--- config.mk ---
export PLATFORM = sky130hd
export DESIGN_NAME = maintenance_panel_control
export DESIGN_NICKNAME = d
export VERILOG_FILES = /design/src/design/panel_pkg.sv /design/src/design/switch_debounce.sv /design/src/design/record_length.sv /design/src/design/maintenance_panel_control.sv
export SDC_FILE = /design/constraint.sdc
export NUM_CORES = 1
export LEC_CHECK = 0
export BUFFER_PORTS_ARGS = -buffer_cell sky130_fd_sc_hd__buf_2
export CAP_MARGIN = 20
export CORE_MARGIN = 4
export CORE_UTILIZATION = 45
export CTS_CLUSTER_SIZE = 28
export DETAILED_ROUTE_END_ITERATION = 6
export PLACE_DENSITY = 0.7
export SYNTH_ARGS = -nofsm -noshare
export SYNTH_HDL_FRONTEND = slang
export SYNTH_SLANG_ARGS = --single-unit
--- constraint.sdc ---
create_clock -name mclk -period 2.25 [get_ports mclk]
set_input_delay 0.45 -clock mclk [delete_from_list [all_inputs] [get_ports mclk]]
set_output_delay 0.45 -clock mclk [all_outputs]
set_load 0.05 [all_outputs]
--- src/design/panel_pkg.sv ---
/*
 * shared constants for the maintenance panel control block.
 * assumes a single 200 MHz clock and an 8-bit AXI4-Lite byte address.
 */
package panel_pkg;
  // ----------------------------------------
  // clock and timing
  // ----------------------------------------
  localparam int CLK_PERIOD_NS = 5;
  localparam int DEBOUNCE_NS = 1000000;
  localparam int DEBOUNCE_CYC = (DEBOUNCE_NS + CLK_PERIOD_NS - 1) / CLK_PERIOD_NS;
  // ----------------------------------------
  // register offsets
  // ----------------------------------------
  localparam logic [7:0] OFS_CTRL = 8'h00;
  localparam logic [7:0] OFS_BCOUNT = 8'h04;
  localparam logic [7:0] OFS_STATUS = 8'h08;
  localparam logic [7:0] OFS_RECLEN = 8'h0C;
  localparam logic [7:0] OFS_INT_STAT = 8'h10;
  localparam logic [7:0] OFS_INT_MASK = 8'h14;
  localparam logic [7:0] OFS_ERR_CAP = 8'h18;
  localparam logic [7:0] OFS_PANEL_REG = 8'h1C;
  // ctrl bits
  localparam int CTRL_START = 0;
  localparam int CTRL_RST_CMP = 1;
  localparam int CTRL_RST_ERR = 2;
  localparam int CTRL_CMP_SYNC = 3;
  // interrupt bits
  localparam int INT_SENSE_DONE = 0;
  localparam int INT_HALT = 1;
  localparam int INT_TRAP = 2;
  localparam int INT_DF_ERR = 3;
  localparam int INT_W = 4;
  // ----------------------------------------
  // reset values and addresses
  // ----------------------------------------
  localparam logic [11:0] BCOUNT_RST = 12'h000;
  localparam logic [11:0] IDLE_ADDR = 12'h7FF;
  localparam logic [11:0] SENSE_ADDR = 12'h20A;
  localparam logic [11:0] TRAP_ADDR = 12'h000;
  localparam logic [4:0] SENSE_BYTES = 5'h18;
  // ----------------------------------------
  // byte count to record length
  // ----------------------------------------
  localparam logic [11:0] BC_FF0 = 12'hFF0;
  localparam logic [11:0] BC_000 = 12'h000;
  localparam logic [11:0] BC_010 = 12'h010;
  localparam logic [11:0] BC_001 = 12'h001;
  localparam logic [11:0] BC_042 = 12'h042;
  localparam logic [11:0] LEN_FF0 = 12'h002;
  localparam logic [11:0] LEN_000 = 12'h003;
  localparam logic [11:0] LEN_010 = 12'h004;
  localparam logic [11:0] LEN_001 = 12'h403;
  localparam logic [11:0] LEN_042 = 12'h807;
  // ----------------------------------------
  // types
  // ----------------------------------------
  typedef enum logic [1:0] {
    MODE_NORMAL = 2'b00,
    MODE_STOP = 2'b01,
    MODE_INSN = 2'b10,
    MODE_ALT = 2'b11
  } store_mode_type;
  typedef enum logic [1:0] {
    SNS_IDLE = 2'b00,
    SNS_PRESENT = 2'b01,
    SNS_DONE = 2'b10
  } sense_state_type;
endpackage

--- src/design/switch_debounce.sv ---
/*
 * synchroniser and debouncer for one momentary panel switch.
 * assumes a mechanical contact that bounces for less than the hold time.
 */
module switch_debounce #(
  parameter int HOLD_CYC = 16
) (
  input wire logic mclk, // system clock
  input wire logic rst_n, // sync reset, low
  input wire logic raw, // switch contact
  output logic level, // debounced level
  output logic rise // one-cycle press pulse
);
  logic s1_q, s2_q, lvl_q, lvl_d;
  logic [31:0] cnt_q, cnt_d;
  wire differ = s2_q != lvl_q;
  wire stable = cnt_q >= 32'(HOLD_CYC - 1);

  // ----------------------------------------
  // bounce filter
  // ----------------------------------------
  // only a level that holds for the full time is taken, so chatter never
  // yields a second press
  assign cnt_d = differ ? (stable ? 32'h0000_0000 : cnt_q + 32'h0000_0001) : 32'h0000_0000;
  assign lvl_d = (differ && stable) ? s2_q : lvl_q;
  assign level = lvl_q;
  assign rise = differ && stable && s2_q;

  // two flops, then the filter
  always_ff @(posedge mclk) begin
    if (!rst_n) begin
      s1_q <= 1'b0;
      s2_q <= 1'b0;
      lvl_q <= 1'b0;
      cnt_q <= 32'h0000_0000;
    end else begin
      s1_q <= raw;
      s2_q <= s1_q;
      lvl_q <= lvl_d;
      cnt_q <= cnt_d;
    end
  end

  AST_ONE_PRESS: assert property (@(posedge mclk) disable iff (!rst_n)
    rise |=> !rise) else $error("press pulse longer than one cycle");
endmodule

--- src/design/record_length.sv ---
/*
 * maps the byte count register onto the written test record length.
 * assumes a purely combinational use; other counts give the short record.
 */
module record_length
  import panel_pkg::*;
(
  input wire logic [11:0] bcount, // byte count value
  output logic [11:0] length // record length in bytes
);
  // ----------------------------------------
  // length table
  // ----------------------------------------
  always_comb begin
    case (bcount)
      BC_FF0: length = LEN_FF0;
      BC_010: length = LEN_010;
      BC_001: length = LEN_001;
      BC_042: length = LEN_042;
      default: length = LEN_000;
    endcase
  end
endmodule

--- src/design/maintenance_panel_control.sv ---
/*
 * maintenance panel control: panel enable, mode set switch, stop and
 * trap gating, sense byte stepping, test record length, density choice.
 * assumes panel pins are asynchronous and processor events share mclk.
 */
// The register addresses and the AXI4-Lite register port were chosen for this implementation.
module maintenance_panel_control
  import panel_pkg::*;
#(
  parameter int DEBOUNCE = DEBOUNCE_CYC
) (
  input wire logic mclk, // 200 MHz clock
  input wire logic rst_n, // sync reset, low
  input wire logic [7:0] s_axi_awaddr, // write address
  input wire logic s_axi_awvalid, // write address valid
  output logic s_axi_awready, // write address ready
  input wire logic [31:0] s_axi_wdata, // write data
  input wire logic [3:0] s_axi_wstrb, // byte strobes
  input wire logic s_axi_wvalid, // write data valid
  output logic s_axi_wready, // write data ready
  output logic [1:0] s_axi_bresp, // write response
  output logic s_axi_bvalid, // response valid
  input wire logic s_axi_bready, // response ready
  input wire logic [7:0] s_axi_araddr, // read address
  input wire logic s_axi_arvalid, // read address valid
  output logic s_axi_arready, // read address ready
  output logic [31:0] s_axi_rdata, // read data
  output logic [1:0] s_axi_rresp, // read response
  output logic s_axi_rvalid, // read valid
  input wire logic s_axi_rready, // read ready
  input wire logic panel_enable_sw, // panel enable toggle
  input wire logic check_stop_sw, // control check stop
  input wire logic cmp_stop_sw, // compare stop
  input wire logic multi_step_sw, // multi vs single
  input wire logic disp_counter_sw, // counter displayed
  input wire logic gap_jumper, // loop write read gap jumper
  input wire logic load_point, // tape at load point
  input wire logic entry_cmp_sw, // down loads compare reg
  input wire logic [1:0] store_mode_sw, // mode selector
  input wire logic [11:0] data_entry_sw, // data entry
  input wire logic start_step_sw, // start or step
  input wire logic set_up_sw, // three-way switch up
  input wire logic set_down_sw, // three-way switch down
  input wire logic hw_err, // processor hardware error
  input wire logic ctl_check, // control check seen
  input wire logic storage_init, // local storage ready
  input wire logic df_err, // data flow error
  input wire logic [7:0] cmd_code, // current command
  input wire logic addr_cmp_eq, // compare hit
  input wire logic tape_write, // write op done
  input wire logic [7:0] sense_byte_in, // sense byte at index
  output logic panel_lamp, // enable lamp
  output logic [11:0] first_mp_addr, // first processor addr
  output logic [4:0] sense_idx, // sense byte index
  output logic [7:0] bus_in, // inbound bus display
  output logic trap_req, // trap to 000
  output logic proc_halt, // processors stopped
  output logic cmp_stop, // compare stop
  output logic counter_set_ok, // counter set allowed
  output logic cmp_sync, // compare sync pulse
  output logic restart_cmp, // restart on compare
  output logic restart_err, // restart on error
  output logic density_6250, // high density mode
  output logic [1:0] store_mode, // loaded store mode
  output logic [11:0] panel_reg, // maintenance register
  output logic [11:0] cmpr_reg, // compare register
  output logic [11:0] rec_len, // test record length
  output logic irq // interrupt level
);
  // ----------------------------------------
  // pin synchronisers
  // ----------------------------------------
  localparam int NSYNC = 22;
  logic [NSYNC-1:0] pins_raw, s1_q, s2_q;
  assign pins_raw = {panel_enable_sw, check_stop_sw, cmp_stop_sw, multi_step_sw, disp_counter_sw, gap_jumper,
    load_point, entry_cmp_sw, store_mode_sw, data_entry_sw};
  // one generate loop, first flop feeds only the second
  for (genvar i = 0; i < NSYNC; i++) begin : g_sync
    always_ff @(posedge mclk) begin
      if (!rst_n) begin
        s1_q[i] <= 1'b0;
        s2_q[i] <= 1'b0;
      end else begin
        s1_q[i] <= pins_raw[i];
        s2_q[i] <= s1_q[i];
      end
    end
  end
  wire p_en = s2_q[21];
  wire p_cstop = s2_q[20];
  wire p_cmp = s2_q[19];
  wire p_multi = s2_q[18];
  wire p_disp = s2_q[17];
  wire p_jump = s2_q[16];
  wire p_lp = s2_q[15];
  wire p_ecmp = s2_q[14];
  wire [1:0] p_mode = s2_q[13:12];
  wire [11:0] p_data = s2_q[11:0];

  logic step_p, up_p, down_p;
  switch_debounce #(.HOLD_CYC(DEBOUNCE)) u_step (.mclk(mclk), .rst_n(rst_n),
    .raw(start_step_sw), .level(), .rise(step_p));
  switch_debounce #(.HOLD_CYC(DEBOUNCE)) u_up (.mclk(mclk), .rst_n(rst_n),
    .raw(set_up_sw), .level(), .rise(up_p));
  switch_debounce #(.HOLD_CYC(DEBOUNCE)) u_down (.mclk(mclk), .rst_n(rst_n),
    .raw(set_down_sw), .level(), .rise(down_p));

  // ----------------------------------------
  // register file state
  // ----------------------------------------
  logic [3:0] ctrl_q;
  logic [11:0] bcount_q;
  logic [INT_W-1:0] ist_q, imask_q;
  logic [19:0] err_cap_q;
  logic [11:0] len_w;
  record_length u_len (.bcount(bcount_q), .length(len_w));
  // ----------------------------------------
  // panel enable and function gating
  // ----------------------------------------
  // enable takes effect whenever the switch moves, no idle needed
  wire cstop_on = p_en && p_cstop;
  wire fn_ok = p_en && !p_cstop;
  store_mode_type mode_q;
  wire mode_stop = mode_q == MODE_STOP;
  // check stop blocks the trap; it halts on hw_err in stop mode, or on a control check with storage not ready
  wire trap_d = hw_err && !cstop_on;
  wire halt_ev = cstop_on && ((hw_err && mode_stop) || (ctl_check && !storage_init));
  // ----------------------------------------
  // sense stepping
  // ----------------------------------------
  sense_state_type st_q, st_d;
  logic [4:0] idx_q;
  // jumper cuts the sense short by an amount tied to the byte count
  wire [4:0] limit = p_jump ? {1'b0, bcount_q[3:0]} + 5'h01 : SENSE_BYTES;
  logic ctrl_wr_start;
  wire start_p = (ctrl_wr_start) || (step_p && st_q != SNS_PRESENT);
  wire adv = st_q == SNS_PRESENT && step_p && p_disp;
  wire last = idx_q + 5'h01 >= limit;

  always_comb begin
    st_d = st_q;
    case (st_q)
      SNS_IDLE: if (start_p) st_d = SNS_PRESENT;
      SNS_PRESENT: if (adv && last) st_d = p_multi ? SNS_IDLE : SNS_DONE;
      SNS_DONE: if (start_p) st_d = SNS_PRESENT;
      default: st_d = SNS_IDLE;
    endcase
  end

  // sense sequencer and address display
  always_ff @(posedge mclk) begin
    if (!rst_n) begin
      st_q <= SNS_IDLE;
      idx_q <= 5'h00;
      first_mp_addr <= IDLE_ADDR;
    end else begin
      st_q <= st_d;
      if (start_p && st_q != SNS_PRESENT) idx_q <= 5'h00;
      else if (adv && !last) idx_q <= idx_q + 5'h01;
      if (trap_d) first_mp_addr <= TRAP_ADDR;
      else if (st_d == SNS_PRESENT) first_mp_addr <= SENSE_ADDR;
      else if (st_d == SNS_IDLE) first_mp_addr <= IDLE_ADDR;
    end
  end
  assign sense_idx = idx_q;

  // ----------------------------------------
  // panel outputs
  // ----------------------------------------
  logic off_lp_q;
  always_ff @(posedge mclk) begin
    if (!rst_n) begin
      panel_lamp <= 1'b0;
      bus_in <= 8'h00;
      trap_req <= 1'b0;
      proc_halt <= 1'b0;
      cmp_stop <= 1'b0;
      counter_set_ok <= 1'b0;
      cmp_sync <= 1'b0;
      restart_cmp <= 1'b0;
      restart_err <= 1'b0;
      off_lp_q <= 1'b0;
      mode_q <= MODE_NORMAL;
      panel_reg <= 12'h000;
      cmpr_reg <= 12'h000;
      err_cap_q <= 20'h0_0000;
    end else begin
      panel_lamp <= p_en;
      bus_in <= sense_byte_in;
      trap_req <= trap_d;
      if (halt_ev) proc_halt <= 1'b1;
      else if (start_p) proc_halt <= 1'b0;
      cmp_stop <= fn_ok && p_cmp && addr_cmp_eq;
      counter_set_ok <= fn_ok;
      cmp_sync <= fn_ok && ctrl_q[CTRL_CMP_SYNC] && addr_cmp_eq;
      restart_cmp <= fn_ok && ctrl_q[CTRL_RST_CMP] && addr_cmp_eq;
      restart_err <= fn_ok && ctrl_q[CTRL_RST_ERR] && hw_err;
      // rewind to load point drops back to low density
      if (p_lp) off_lp_q <= 1'b0;
      else if (tape_write) off_lp_q <= 1'b1;
      if (up_p) mode_q <= store_mode_type'(p_mode);
      if (down_p && p_ecmp) cmpr_reg <= p_data;
      else if (down_p) panel_reg <= p_data;
      if (df_err) err_cap_q <= {cmd_code, bcount_q};
    end
  end
  assign density_6250 = off_lp_q && !p_lp;
  assign store_mode = mode_q;
  assign rec_len = len_w;
  assign irq = |(ist_q & imask_q);
  // ----------------------------------------
  // axi4-lite slave
  // ----------------------------------------
  logic aw_q, w_q, bv_q, rv_q;
  logic [7:0] awa_q;
  logic [31:0] wd_q, rd_q;
  logic [3:0] ws_q;
  logic [1:0] br_q, rr_q;
  wire do_wr = aw_q && w_q && !bv_q;
  wire [31:0] wmask;
  // byte strobes widened to a bit mask, one lane per loop pass
  for (genvar b = 0; b < 4; b++) begin : g_strb
    assign wmask[b*8 +: 8] = {8{ws_q[b]}};
  end
  wire [31:0] wv = wd_q & wmask;
  wire hit_ctrl = awa_q == OFS_CTRL;
  wire hit_bc = awa_q == OFS_BCOUNT;
  wire hit_is = awa_q == OFS_INT_STAT;
  wire hit_im = awa_q == OFS_INT_MASK;
  wire wr_ok = hit_ctrl || hit_bc || hit_is || hit_im;
  assign ctrl_wr_start = do_wr && hit_ctrl && wv[CTRL_START];
  wire [INT_W-1:0] ev = {df_err, trap_d, halt_ev, adv && last};
  // a new event wins over a write-one clear in the same cycle
  wire [INT_W-1:0] ist_d = (ist_q & ~((do_wr && hit_is) ? wv[INT_W-1:0] : {INT_W{1'b0}})) | ev;
  // read decode
  logic [31:0] rmux;
  logic rhit;
  always_comb begin
    rhit = 1'b1;
    if (s_axi_araddr == OFS_CTRL) rmux = {28'h000_0000, ctrl_q};
    else if (s_axi_araddr == OFS_BCOUNT) rmux = {20'h0_0000, bcount_q};
    else if (s_axi_araddr == OFS_STATUS) rmux = {19'h0_0000, mode_q,
      st_q, idx_q, density_6250, proc_halt, cstop_on, p_en};
    else if (s_axi_araddr == OFS_RECLEN) rmux = {20'h0_0000, len_w};
    else if (s_axi_araddr == OFS_INT_STAT) rmux = {28'h000_0000, ist_q};
    else if (s_axi_araddr == OFS_INT_MASK) rmux = {28'h000_0000, imask_q};
    else if (s_axi_araddr == OFS_ERR_CAP) rmux = {12'h000, err_cap_q};
    else if (s_axi_araddr == OFS_PANEL_REG) rmux = {8'h00, cmpr_reg, panel_reg};
    else begin
      rmux = 32'h0000_0000;
      rhit = 1'b0;
    end
  end

  // address and data are taken in either order, one write in flight
  always_ff @(posedge mclk) begin
    if (!rst_n) begin
      aw_q <= 1'b0;
      w_q <= 1'b0;
      bv_q <= 1'b0;
      br_q <= 2'b00;
      awa_q <= 8'h00;
      wd_q <= 32'h0000_0000;
      ws_q <= 4'h0;
    end else begin
      if (s_axi_awvalid && s_axi_awready) begin
        aw_q <= 1'b1;
        awa_q <= s_axi_awaddr;
      end
      if (s_axi_wvalid && s_axi_wready) begin
        w_q <= 1'b1;
        wd_q <= s_axi_wdata;
        ws_q <= s_axi_wstrb;
      end
      if (do_wr) begin
        aw_q <= 1'b0;
        w_q <= 1'b0;
        bv_q <= 1'b1;
        br_q <= wr_ok ? 2'b00 : 2'b10;
      end else if (bv_q && s_axi_bready) bv_q <= 1'b0;
    end
  end

  // read answer, registered
  always_ff @(posedge mclk) begin
    if (!rst_n) begin
      rv_q <= 1'b0;
      rd_q <= 32'h0000_0000;
      rr_q <= 2'b00;
    end else if (s_axi_arvalid && s_axi_arready) begin
      rv_q <= 1'b1;
      rd_q <= rmux;
      rr_q <= rhit ? 2'b00 : 2'b10;
    end else if (rv_q && s_axi_rready) rv_q <= 1'b0;
  end

  // software registers
  always_ff @(posedge mclk) begin
    if (!rst_n) begin
      ctrl_q <= 4'h0;
      bcount_q <= BCOUNT_RST;
      ist_q <= {INT_W{1'b0}};
      imask_q <= {INT_W{1'b0}};
    end else begin
      ist_q <= ist_d;
      if (do_wr && hit_ctrl) ctrl_q <= {wv[3:1], 1'b0};
      if (do_wr && hit_bc) bcount_q <= wv[11:0];
      if (do_wr && hit_im) imask_q <= wv[INT_W-1:0];
    end
  end
  assign s_axi_awready = !aw_q && !bv_q;
  assign s_axi_wready = !w_q && !bv_q;
  assign s_axi_bvalid = bv_q;
  assign s_axi_bresp = br_q;
  assign s_axi_arready = !rv_q;
  assign s_axi_rvalid = rv_q;
  assign s_axi_rdata = rd_q;
  assign s_axi_rresp = rr_q;

  // ----------------------------------------
  // checks
  // ----------------------------------------
  AST_IDLE_7FF: assert property (@(posedge mclk) disable iff (!rst_n)
    (adv && last && p_multi && !trap_d) |=> first_mp_addr == IDLE_ADDR)
    else $error("no return to idle address after last sense byte");
  AST_STEP_ONE: assert property (@(posedge mclk) disable iff (!rst_n)
    (adv && !last) |=> idx_q == $past(idx_q) + 5'h01)
    else $error("sense index did not advance by one");
  AST_LEN_001: assert property (@(posedge mclk) disable iff (!rst_n)
    bcount_q == BC_001 |-> rec_len == 12'h403)
    else $error("record length wrong for count 001");
  AST_JUMP_LIM: assert property (@(posedge mclk) disable iff (!rst_n)
    idx_q < limit || st_q != SNS_PRESENT)
    else $error("sense index beyond its limit");
  AST_HALT: assert property (@(posedge mclk) disable iff (!rst_n)
    (cstop_on && ctl_check && !storage_init) |=> proc_halt)
    else $error("uninitialised storage check did not halt");
  AST_NO_TRAP: assert property (@(posedge mclk) disable iff (!rst_n)
    (cstop_on && !mode_stop && !(ctl_check && !storage_init)) |=> !trap_req && !($rose(proc_halt)))
    else $error("trap or halt under check stop alone");
  AST_INHIBIT: assert property (@(posedge mclk) disable iff (!rst_n)
    cstop_on |=> !cmp_stop && !counter_set_ok && !cmp_sync && !restart_cmp && !restart_err)
    else $error("function not inhibited by check stop");
  AST_LOW_DENS: assert property (@(posedge mclk) disable iff (!rst_n)
    p_lp |=> !density_6250) else $error("high density at load point");
  AST_HIGH_DENS: assert property (@(posedge mclk) disable iff (!rst_n)
    (tape_write && !p_lp) ##1 !p_lp |-> density_6250)
    else $error("no high density after write");
  AST_LAMP: assert property (@(posedge mclk) disable iff (!rst_n)
    $rose(p_en) |=> panel_lamp) else $error("lamp did not follow enable");
endmodule

==> flow_metrics.env, run 1 <==
export IMPL_status="finished, violations left"
export IMPL_violations="negative setup slack"
export IMPL_worstHoldStart="s_axi_rready"
export IMPL_rr_endpoint="first_mp_addr[8]"
export IMPL_reg_top3="u_down.cnt_q x32, u_step.cnt_q x32, u_up.cnt_q x32"
export IMPL_max_cap_violations=0
export IMPL_clk_insertion_delay_late_ns=0.56
export IMPL_powerDensity_nw_per_um2=826
export IMPL_drive_gt1_frac=0.228
export IMPL_antenna_left=0
export IMPL_synthToLayoutAreaGrowth_pct=25.6
export IMPL_place_area_um2=12700
export IMPL_worst_setup_path_start_kind="flop"
export IMPL_first_pass_iters=5
export IMPL_period_minus_slack_ns=2.41
export IMPL_final_hold_viol_count=0
export IMPL_fin_crit_sh=1.07
export IMPL_nNetsFinal=1549
export IMPL_syn_area_per_cell_um2=9.38
export IMPL_whs_endpoint="s_axi_rvalid"
export IMPL_hold_class="primary input to flop"
export IMPL_finalWirelength_mm=26.0
export IMPL_num_io_pins=220
export IMPL_synthDistinctLibCells=63
export IMPL_syn_inst=1187
export IMPL_cp_end_kind="output pin"
export IMPL_synth_edf_count=0
export IMPL_ff2ff_setup_slack_ns=0
export IMPL_layout_common_cells="287 x dfxtp_1, 173 x buf_2, 154 x nand2_1"
export IMPL_viasPerCell=4.97
export IMPL_die_width_um=165
export IMPL_grt_pass1_vias=8438
export IMPL_portBuffers=179
export IMPL_finalClockSkew_ns=0.0287
export IMPL_cts_sinks=296
export IMPL_dieHeight_um=165
export IMPL_total_power_mw=11.5
export IMPL_async_flop_share=0
export IMPL_r2r_start="bcount_q[0]"
export IMPL_required_ns=1.80
export IMPL_grt_pass1_wl_mm=41.4
export IMPL_rows=57
export IMPL_clockBufferDepth=3
export IMPL_htree_levels=1
export IMPL_grt_max_degree=65
export IMPL_synth_seq_cells=296
export IMPL_finalSetupViolations=6
export IMPL_cts_inserted_buffers=30
export IMPL_root_buffer="clkbuf_16"
export IMPL_p_leak_nw=5.81
export IMPL_holdPathStages=2
export IMPL_grt_total_usage=0.186
export IMPL_drt_iter0_markers=531
export IMPL_clk_pin_slew_worst_paths_ns=0.06
export IMPL_fill_cells=2149
export IMPL_final_common_cell="dfxtp_1"
export IMPL_grt_overflow=0
export IMPL_max_vdd_ir_drop_uv=631
export IMPL_hold_buffers=0
export IMPL_vias=8824
export IMPL_dpl_hpwl_mm=19.1
export IMPL_gp_congestion=0.849
export IMPL_slew_violations=0
export IMPL_dieArea_um2=27300
export IMPL_yosysSeqAreaShare=0.532
export IMPL_drc=0
export IMPL_cts_tree="built"
export IMPL_worst_slew_pin_slew_ns=0.783
export IMPL_stdcell_area_um2=14000
export IMPL_antenna_cells=0
export IMPL_arrival_ns=1.96
export IMPL_synth_warnings=0
export IMPL_antenna_found_initial=1
export IMPL_fmax_mhz=415
export IMPL_netlist_area_um2=11100
export IMPL_fin_ws_ns=-0.159
export IMPL_cp_max_fo=4
export IMPL_dp_slack_ns=-0.0849
export IMPL_start_util=0.458
export IMPL_core_um2=24300
export IMPL_wl_per_cell_um=14.6
export IMPL_rsz0062_at_grt="true"
export IMPL_max_slew_margin=0.473
export IMPL_rr_worst_depth=10
export IMPL_synthFlopType="dfxtp_1"
export IMPL_path_class="flop to output pin"
[how the worst max path moves through the flow]
stage | startpoint | end | slack [ns] | depth (start not counted)
after detailed placement | s_axi_araddr[1] | s_axi_rdata[6] | -0.08 | 6
after global placement | s_axi_araddr[1] | s_axi_rdata[6] | -0.11 | 6
after floorplan | sense_idx[0] | first_mp_addr[8] | -0.003 | 9
after global routing | bcount_q[9] | rec_len[1] | -0.26 | 5
final | bcount_q[9] | rec_len[10] | -0.16 | 4
after CTS | bcount_q[9] | rec_len[10] | -0.19 | 4
[where the power goes]
| group | internal, mW | switching, mW | total [mW] |
|---|---|---|---|
| registers | 5.39 | 0.0797 | 5.47 |
| logic | 0.219 | 0.500 | 0.718 |
| clock network | 3.31 | 2.04 | 5.35 |
| total | 8.92 | 2.62 | 11.5 |
[synthesized netlist by cell type, types with 4 or more instances]
cell,count,area [um^2]
or4_1,4,30.0
a221oi_1,6,52.6
mux2i_1,51,510
nand2_1,154,578
and2_1,65,407
xnor2_1,20,175
dfxtp_1,296,5930
or3_1,4,25.0
buf_4,27,203
ha_1,13,163
nand3_1,47,235
a22oi_1,18,135
nor4_1,15,93.8
and3_1,18,113
mux2_2,8,90.1
a21oi_1,57,285
xor2_1,39,342
nor2_1,149,559
nor2b_1,8,50.1
mux4_2,4,90.1
nand4_1,15,93.8
nand3b_1,4,30.0
buf_1,6,22.5
o21ai_0,19,95.1
buf_2,4,20.0
a211oi_1,4,30.0
inv_1,18,67.6
and4_1,4,35.0
clkbuf_1,42,158
a31oi_1,10,62.6
nor3_1,15,75.1
[critical path, cell delays in order, from the launching register on]
cell	delay, ns
dfxtp_2	0.33
nor4_4	0.34
nand3_2	0.19
nor4b_4	0.33
buf_6	0.21
[stage by stage]
stage | setup TNS, ns | util | hold slack, ns | cells
final | -0.562 | 0.575 | 0.0676 | 1777
after global routing | -1.27 | 0.575 | 0.0520 | 1777
after CTS | -0.696 | 0.571 | 0.0420 | 1777
after detailed placement | -0.870 | 0.522 | 0.419 | 1719
after global placement | -1.06 | 0.522 | 0.407 | 1719
after floorplan | -0.00323 | - | 0.401 | 1246
[per-layer routing]
| metal | global-route usage | wire length, um |
|---|---|---|
| met5 | 0 | 8 |
| met4 | 0.0681 | 929 |
| met3 | 0.0347 | 1770 |
| met2 | 0.316 | 12000 |
| met1 | 0.238 | 11300 |
[repair_timing]
item,in CTS,in global routing
setup endpoints to repair,13,33
gates resized for setup,24,12
pin swaps,11,7
buffers inserted,3,0
[kinds of logic (layout without fill, tap and decap cells)]
| logic type | count (synthesis) | after routing | share of synthesized area |
|---|---|---|---|
| adders and majority gates | 13 | 13 | 0.0146 |
| DFF | 296 | 296 | 0.532 |
| buffers and inverters | 99 | 306 | 0.0436 |
| other | 1 | 60 | 0.000337 |
| muxes | 63 | 63 | 0.0621 |
| xor gates and xnor gates | 59 | 59 | 0.0464 |
| AOI/OAI and AO/OA | 139 | 139 | 0.0797 |
| and+or+nand+nor | 517 | 517 | 0.221 |
[layout make-up]
| cell class | instances | area [um^2] | area share |
|---|---|---|---|
| Clock buffer | 39 | 835 | 0.0597 |
| Clock inverter | 16 | 256 | 0.0184 |
| Inverter | 19 | 71.3 | 0.00510 |
| Multi-Input combinational cell | 851 | 5110 | 0.366 |
| Sequential cell | 296 | 5950 | 0.426 |
| Tap cell | 324 | 405 | 0.0290 |
| Timing Repair Buffer | 232 | 1350 | 0.0965 |
Note: power is estimated with default switching activity, not from simulation.
==> run 2, diff against run 1 <==
--- a/config.mk
+++ b/config.mk
@@ -7,6 +7,7 @@
 export LEC_CHECK = 0
 export BUFFER_PORTS_ARGS = -buffer_cell sky130_fd_sc_hd__buf_2
 export CAP_MARGIN = 20
+export CORE_ASPECT_RATIO = 1.1
 export CORE_MARGIN = 4
 export CORE_UTILIZATION = 45
 export CTS_CLUSTER_SIZE = 28
==> flow_metrics.env, run 2 (synthesis gave the netlist of run 1 again) <==
export IMPL_finalWirelength_mm=27.0
export IMPL_start_util=0.456
export IMPL_drive_gt1_frac=0.238
export IMPL_core_um2=24400
export IMPL_gp_congestion=0.868
export IMPL_grt_overflow=0
export IMPL_arrival_ns=1.89
export IMPL_required_ns=1.80
export IMPL_nNetsFinal=1552
export IMPL_grt_pass1_wl_mm=42.8
export IMPL_antenna_cells=0
export IMPL_num_io_pins=220
export IMPL_clockBufferDepth=3
export IMPL_hold_ws_ns=0.0769
export IMPL_max_cap_violations=0
export IMPL_tns_ns=-0.275
export IMPL_dieHeight_um=173
export IMPL_die_width_um=158
export IMPL_drt_iter0_markers=518
export IMPL_fmax_mhz=427
export IMPL_root_buffer="clkbuf_16"
export IMPL_crit_chain="nor4_4, nand2_1, o21ai_2, nand4_1, buf_6"
export IMPL_wl_per_cell_um=15.3
export IMPL_antenna_found_initial=4
export IMPL_place_area_um2=12700
export IMPL_cts_tree="built"
export IMPL_layout_common_cells="285 x dfxtp_1, 173 x buf_2, 154 x nand2_1"
export IMPL_finalSetupViolations=4
export IMPL_cp_max_fo=2
export IMPL_hold_class="primary input to flop"
export IMPL_rows=60
export IMPL_worst_setup_path_start_kind="flop"
export IMPL_cts_sinks=296
export IMPL_htree_levels=1
export IMPL_path_class="flop to output pin"
export IMPL_antenna_left=0
export IMPL_dp_slack_ns=-0.121
export IMPL_powerDensity_nw_per_um2=824
export IMPL_final_core_util=0.577
export IMPL_slew_violations=0
export IMPL_max_slew_margin=0.552
export IMPL_violations="negative setup slack"
export IMPL_crit_path_max_incr_delay_ns=0.35
export IMPL_first_pass_iters=5
export IMPL_clk_pin_slew_worst_paths_ns=0.06
export IMPL_period_minus_slack_ns=2.34
export IMPL_stdcell_area_um2=14100
export IMPL_worst_slew_pin_slew_ns=0.672
export IMPL_max_vdd_ir_drop_uv=466
export IMPL_viasPerCell=5.02
export IMPL_final_common_cell="dfxtp_1"
export IMPL_clk_insertion_delay_late_ns=0.55
export IMPL_grt_pass1_vias=8591
export IMPL_portBuffers=179
export IMPL_drc=0
export IMPL_fin_cells=1766
export IMPL_crit_family="simple AND/OR/NAND/NOR gates"
export IMPL_grt_total_usage=0.190
export IMPL_vias=8871
export IMPL_dieArea_um2=27300
export IMPL_ff2ff_setup_slack_ns=0
export IMPL_fin_crit_sh=1.04
export IMPL_fin_ws_ns=-0.0902
export IMPL_p_leak_nw=5.87
export IMPL_dp_cells=1706
export IMPL_reg_top3="u_down.cnt_q x32, u_step.cnt_q x32, u_up.cnt_q x32"
export IMPL_cp_end_kind="output pin"
export IMPL_final_hold_viol_count=0
export IMPL_total_power_mw=11.6
export IMPL_rsz0062_at_grt="true"
export IMPL_cts_inserted_buffers=29
export IMPL_status="finished, violations left"
export IMPL_dpl_hpwl_mm=19.3
export IMPL_synthToLayoutAreaGrowth_pct=26.4
export IMPL_worst_path_buf_inv=1
export IMPL_grt_max_degree=65
export IMPL_slowest_stage="nor4_4"
export IMPL_finalClockSkew_ns=0.0124
## run 2: cell count changes in the layout (fill, tap and decap cells not counted), moves of 2 or more
cell,delta
buf_6,+3
dfxtp_1,-2
nor2_1,-2
dfxtp_2,+2
clkinv_2,+2
clkinvlp_4,-3
inv_6,-2
## run 2: final timing paths
kind / start / endpoint / depth (start not counted)
max: bcount_q[9] / rec_len[0] / 5
min reg2reg: p_lp / off_lp_q / 1
min: s_axi_rready / s_axi_rvalid / 2
max reg2reg: bcount_q[0] / sense_idx[1] / 11
## run 2: timing repair
| item | in CTS | in global routing |
|---|---|---|
| hold buffers | 0 | 0 |
| hold endpoints to repair | 0 | 0 |
| resized for setup | 28 | 24 |
| endpoints found under the setup margin | 10 | 41 |
| setup buffers | 2 | 4 |
| pin swaps | 12 | 12 |
| cloned | 0 | 0 |
## run 2: layer usage
metal  GRT usage  wire, um  vias up
met5           0        47        -
met4      0.0711      1030        8
met3      0.0416      1860       68
met2       0.313     12600      255
met1       0.243     11400     4108
li1            -         -     4432
## run 2: worst register-to-register path: cells and delay by family, from the launching register on
kind,cells,cell delay (ns)
AOI/OAI and AO/OA,3,0.43
xor gates and xnor gates,1,0.17
adders and majority gates,2,0.39
buffers and inverters,1,0.13
DFF,1,0.38
muxes,1,0.22
and+or+nand+nor,3,0.43
## run 2: power by group
group / leakage [nW] / internal [mW] / switching [mW]
registers: 2.43 / 5.39 / 0.0796
logic: 2.90 / 0.220 / 0.509
clock network: 0.542 / 3.38 / 2.01
total: 5.87 / 8.99 / 2.60
## run 2: cell type report
cell class	count	area [um^2]
clock buffer	39	823
clock inverter	15	269
fill	2118	10300
inverter	19	71.3
multi-input combinational	851	5160
sequential	296	5950
tap	310	388
timing repair buffer	236	1400
==> run 3, diff against run 2 <==
==> constraint.sdc (replaced) <==
create_clock -name mclk -period 2.1 [get_ports mclk]
set_input_delay 0.42 -clock mclk [delete_from_list [all_inputs] [get_ports mclk]]
set_output_delay 0.42 -clock mclk [all_outputs]
set_load 0.05 [all_outputs]
==> flow_metrics.env, run 3 (synthesis gave the netlist of run 1 again) <==
export IMPL_final_common_cell="dfxtp_1"
export IMPL_cts_inserted_buffers=30
export IMPL_cp_end_kind="output pin"
export IMPL_worst_slew_pin_slew_ns=0.531
export IMPL_fin_ws_ns=-0.245
export IMPL_final_core_util=0.587
export IMPL_gr_usage_met1=0.243
export IMPL_drive_gt1_frac=0.253
export IMPL_antenna_found_initial=2
export IMPL_start_util=0.456
export IMPL_reg_top3="u_down.cnt_q x32, u_step.cnt_q x32, u_up.cnt_q x32"
export IMPL_total_power_mw=12.6
export IMPL_nNetsFinal=1572
export IMPL_portBuffers=179
export IMPL_hold_class="primary input to flop"
export IMPL_period_minus_slack_ns=2.34
export IMPL_worst_setup_path_start_kind="flop"
export IMPL_rsz0062_at_grt="true"
export IMPL_p_int_mw=9.70
export IMPL_finalWirelength_mm=27.0
export IMPL_first_pass_iters=5
export IMPL_crit_path_max_incr_delay_ns=0.33
export IMPL_grt_pass1_wl_mm=42.8
export IMPL_tns_ns=-1.61
export IMPL_hold_buffers=0
export IMPL_core_um2=24400
export IMPL_dp_cells=1719
export IMPL_powerDensity_nw_per_um2=878
export IMPL_p_sw_mw=2.87
export IMPL_viasPerCell=4.98
export IMPL_rows=60
export IMPL_drt_iter0_markers=409
export IMPL_fmax_mhz=426
export IMPL_clockBufferDepth=3
export IMPL_power_share_switching=0.229
export IMPL_globalRouteMet2Util=0.325
export IMPL_p_leak_nw=5.99
export IMPL_combPwrFrac=0.062
export IMPL_antenna_left=0
export IMPL_dpl_hpwl_mm=19.7
export IMPL_p_seq_frac=0.466
export IMPL_cts_sinks=296
export IMPL_gp_congestion=0.841
export IMPL_worst_path_buf_inv=1
export IMPL_die_width_um=158
export IMPL_clk_insertion_delay_late_ns=0.55
export IMPL_htree_levels=1
export IMPL_grt_pass1_vias=8609
export IMPL_grt_max_degree=72
export IMPL_wl_per_cell_um=15.1
export IMPL_finalClockSkew_ns=0.0106
export IMPL_final_hold_viol_count=0
export IMPL_slew_violations=0
export IMPL_status="finished, violations left"
export IMPL_crit_family="simple AND/OR/NAND/NOR gates"
export IMPL_finalSetupViolations=11
export IMPL_power_share_clock=0.472
export IMPL_grt_total_usage=0.191
export IMPL_synthToLayoutAreaGrowth_pct=28.8
export IMPL_root_buffer="clkbuf_16"
export IMPL_dieArea_um2=27300
export IMPL_violations="negative setup slack"
export IMPL_required_ns=1.68
export IMPL_fin_cells=1787
export IMPL_arrival_ns=1.92
export IMPL_crit_chain="nor4_4, nand3_2, nor4b_4, buf_6"
export IMPL_max_cap_violations=0
export IMPL_met3_usage=0.0453
export IMPL_cts_tree="built"
export IMPL_cp_max_fo=2
export IMPL_drc=0
export IMPL_dp_slack_ns=-0.198
export IMPL_grt_busiest_layer="met2"
export IMPL_fin_crit_sh=1.12
export IMPL_clk_pin_slew_worst_paths_ns=0.06
export IMPL_dieHeight_um=173
export IMPL_path_class="flop to output pin"
export IMPL_antenna_cells=0
export IMPL_max_slew_margin=0.645
export IMPL_slowest_stage="dfxtp_2"
export IMPL_max_vdd_ir_drop_uv=632
export IMPL_vias=8895
export IMPL_layout_common_cells="284 x dfxtp_1, 173 x buf_2, 153 x nand2_1"
export IMPL_num_io_pins=220
export IMPL_grt_overflow=0
run 3: cell types whose count changed in the layout (fill, tap and decap cells not counted), sizes merged:
cell,previous run,this run
buf,236,254
bufinv,7,6
clkbuf,39,38
clkinv,8,10
clkinvlp,0,3
run 3: per-stage QoR:
stage / instance area [um^2] / hold slack (ns)
final: 14300 / 0.0583
after detailed placement: 12900 / 0.420
after floorplan: 11400 / 0.401
after global placement: 12900 / 0.414
after CTS: 14200 / 0.0356
after global routing: 14300 / 0.0420
run 3: area by class of cell:
class	count	area, um^2
fillers	2128	10100
flip-flops and latches	296	5950
multi-input cells	851	5180
repair buffers	255	1610
clock buffers	37	870
well taps	310	388
clock inverters	19	268
inverters	19	71.3
run 3: repair_timing:
item                                    in CTS  in global routing
gates cloned                                 0                  1
buffers inserted                             6                  6
gates resized for setup                     33                 18
endpoints found under the setup margin      16                 39
pin swaps                                   14                 16
run 3: power groups by stage:
stage | clock, mW | sequential [mW] | combinational, mW
after global placement | 0 | 5.98 | 0.770
after CTS | 6.06 | 5.86 | 0.781
final | 5.93 | 5.86 | 0.783
after global routing | 6.34 | 5.88 | 0.851
after floorplan | 0 | 6.05 | 0.502
after detailed placement | 0 | 5.99 | 0.776
run 3: metal layers:
layer / vias to the layer above / wire length, um / part of all wire
li1: 4471 / - / -
met1: 4131 / 11500 / 0.43
met2: 243 / 13100 / 0.48
met3: 46 / 1870 / 0.069
met4: 4 / 518 / 0.019
met5: - / 21 / 0.00078
run 3: final timing paths:
kind,from,endpoint,slack (ns),cells after the start
worst min register to register,s1_q[8],p_data[8],0.43,1
worst min-delay path,s_axi_rready,s_axi_rvalid,0.06,2
worst max register to register,bcount_q[0],first_mp_addr[8],-0.21,10
worst max-delay path,bcount_q[9],rec_len[10],-0.24,4
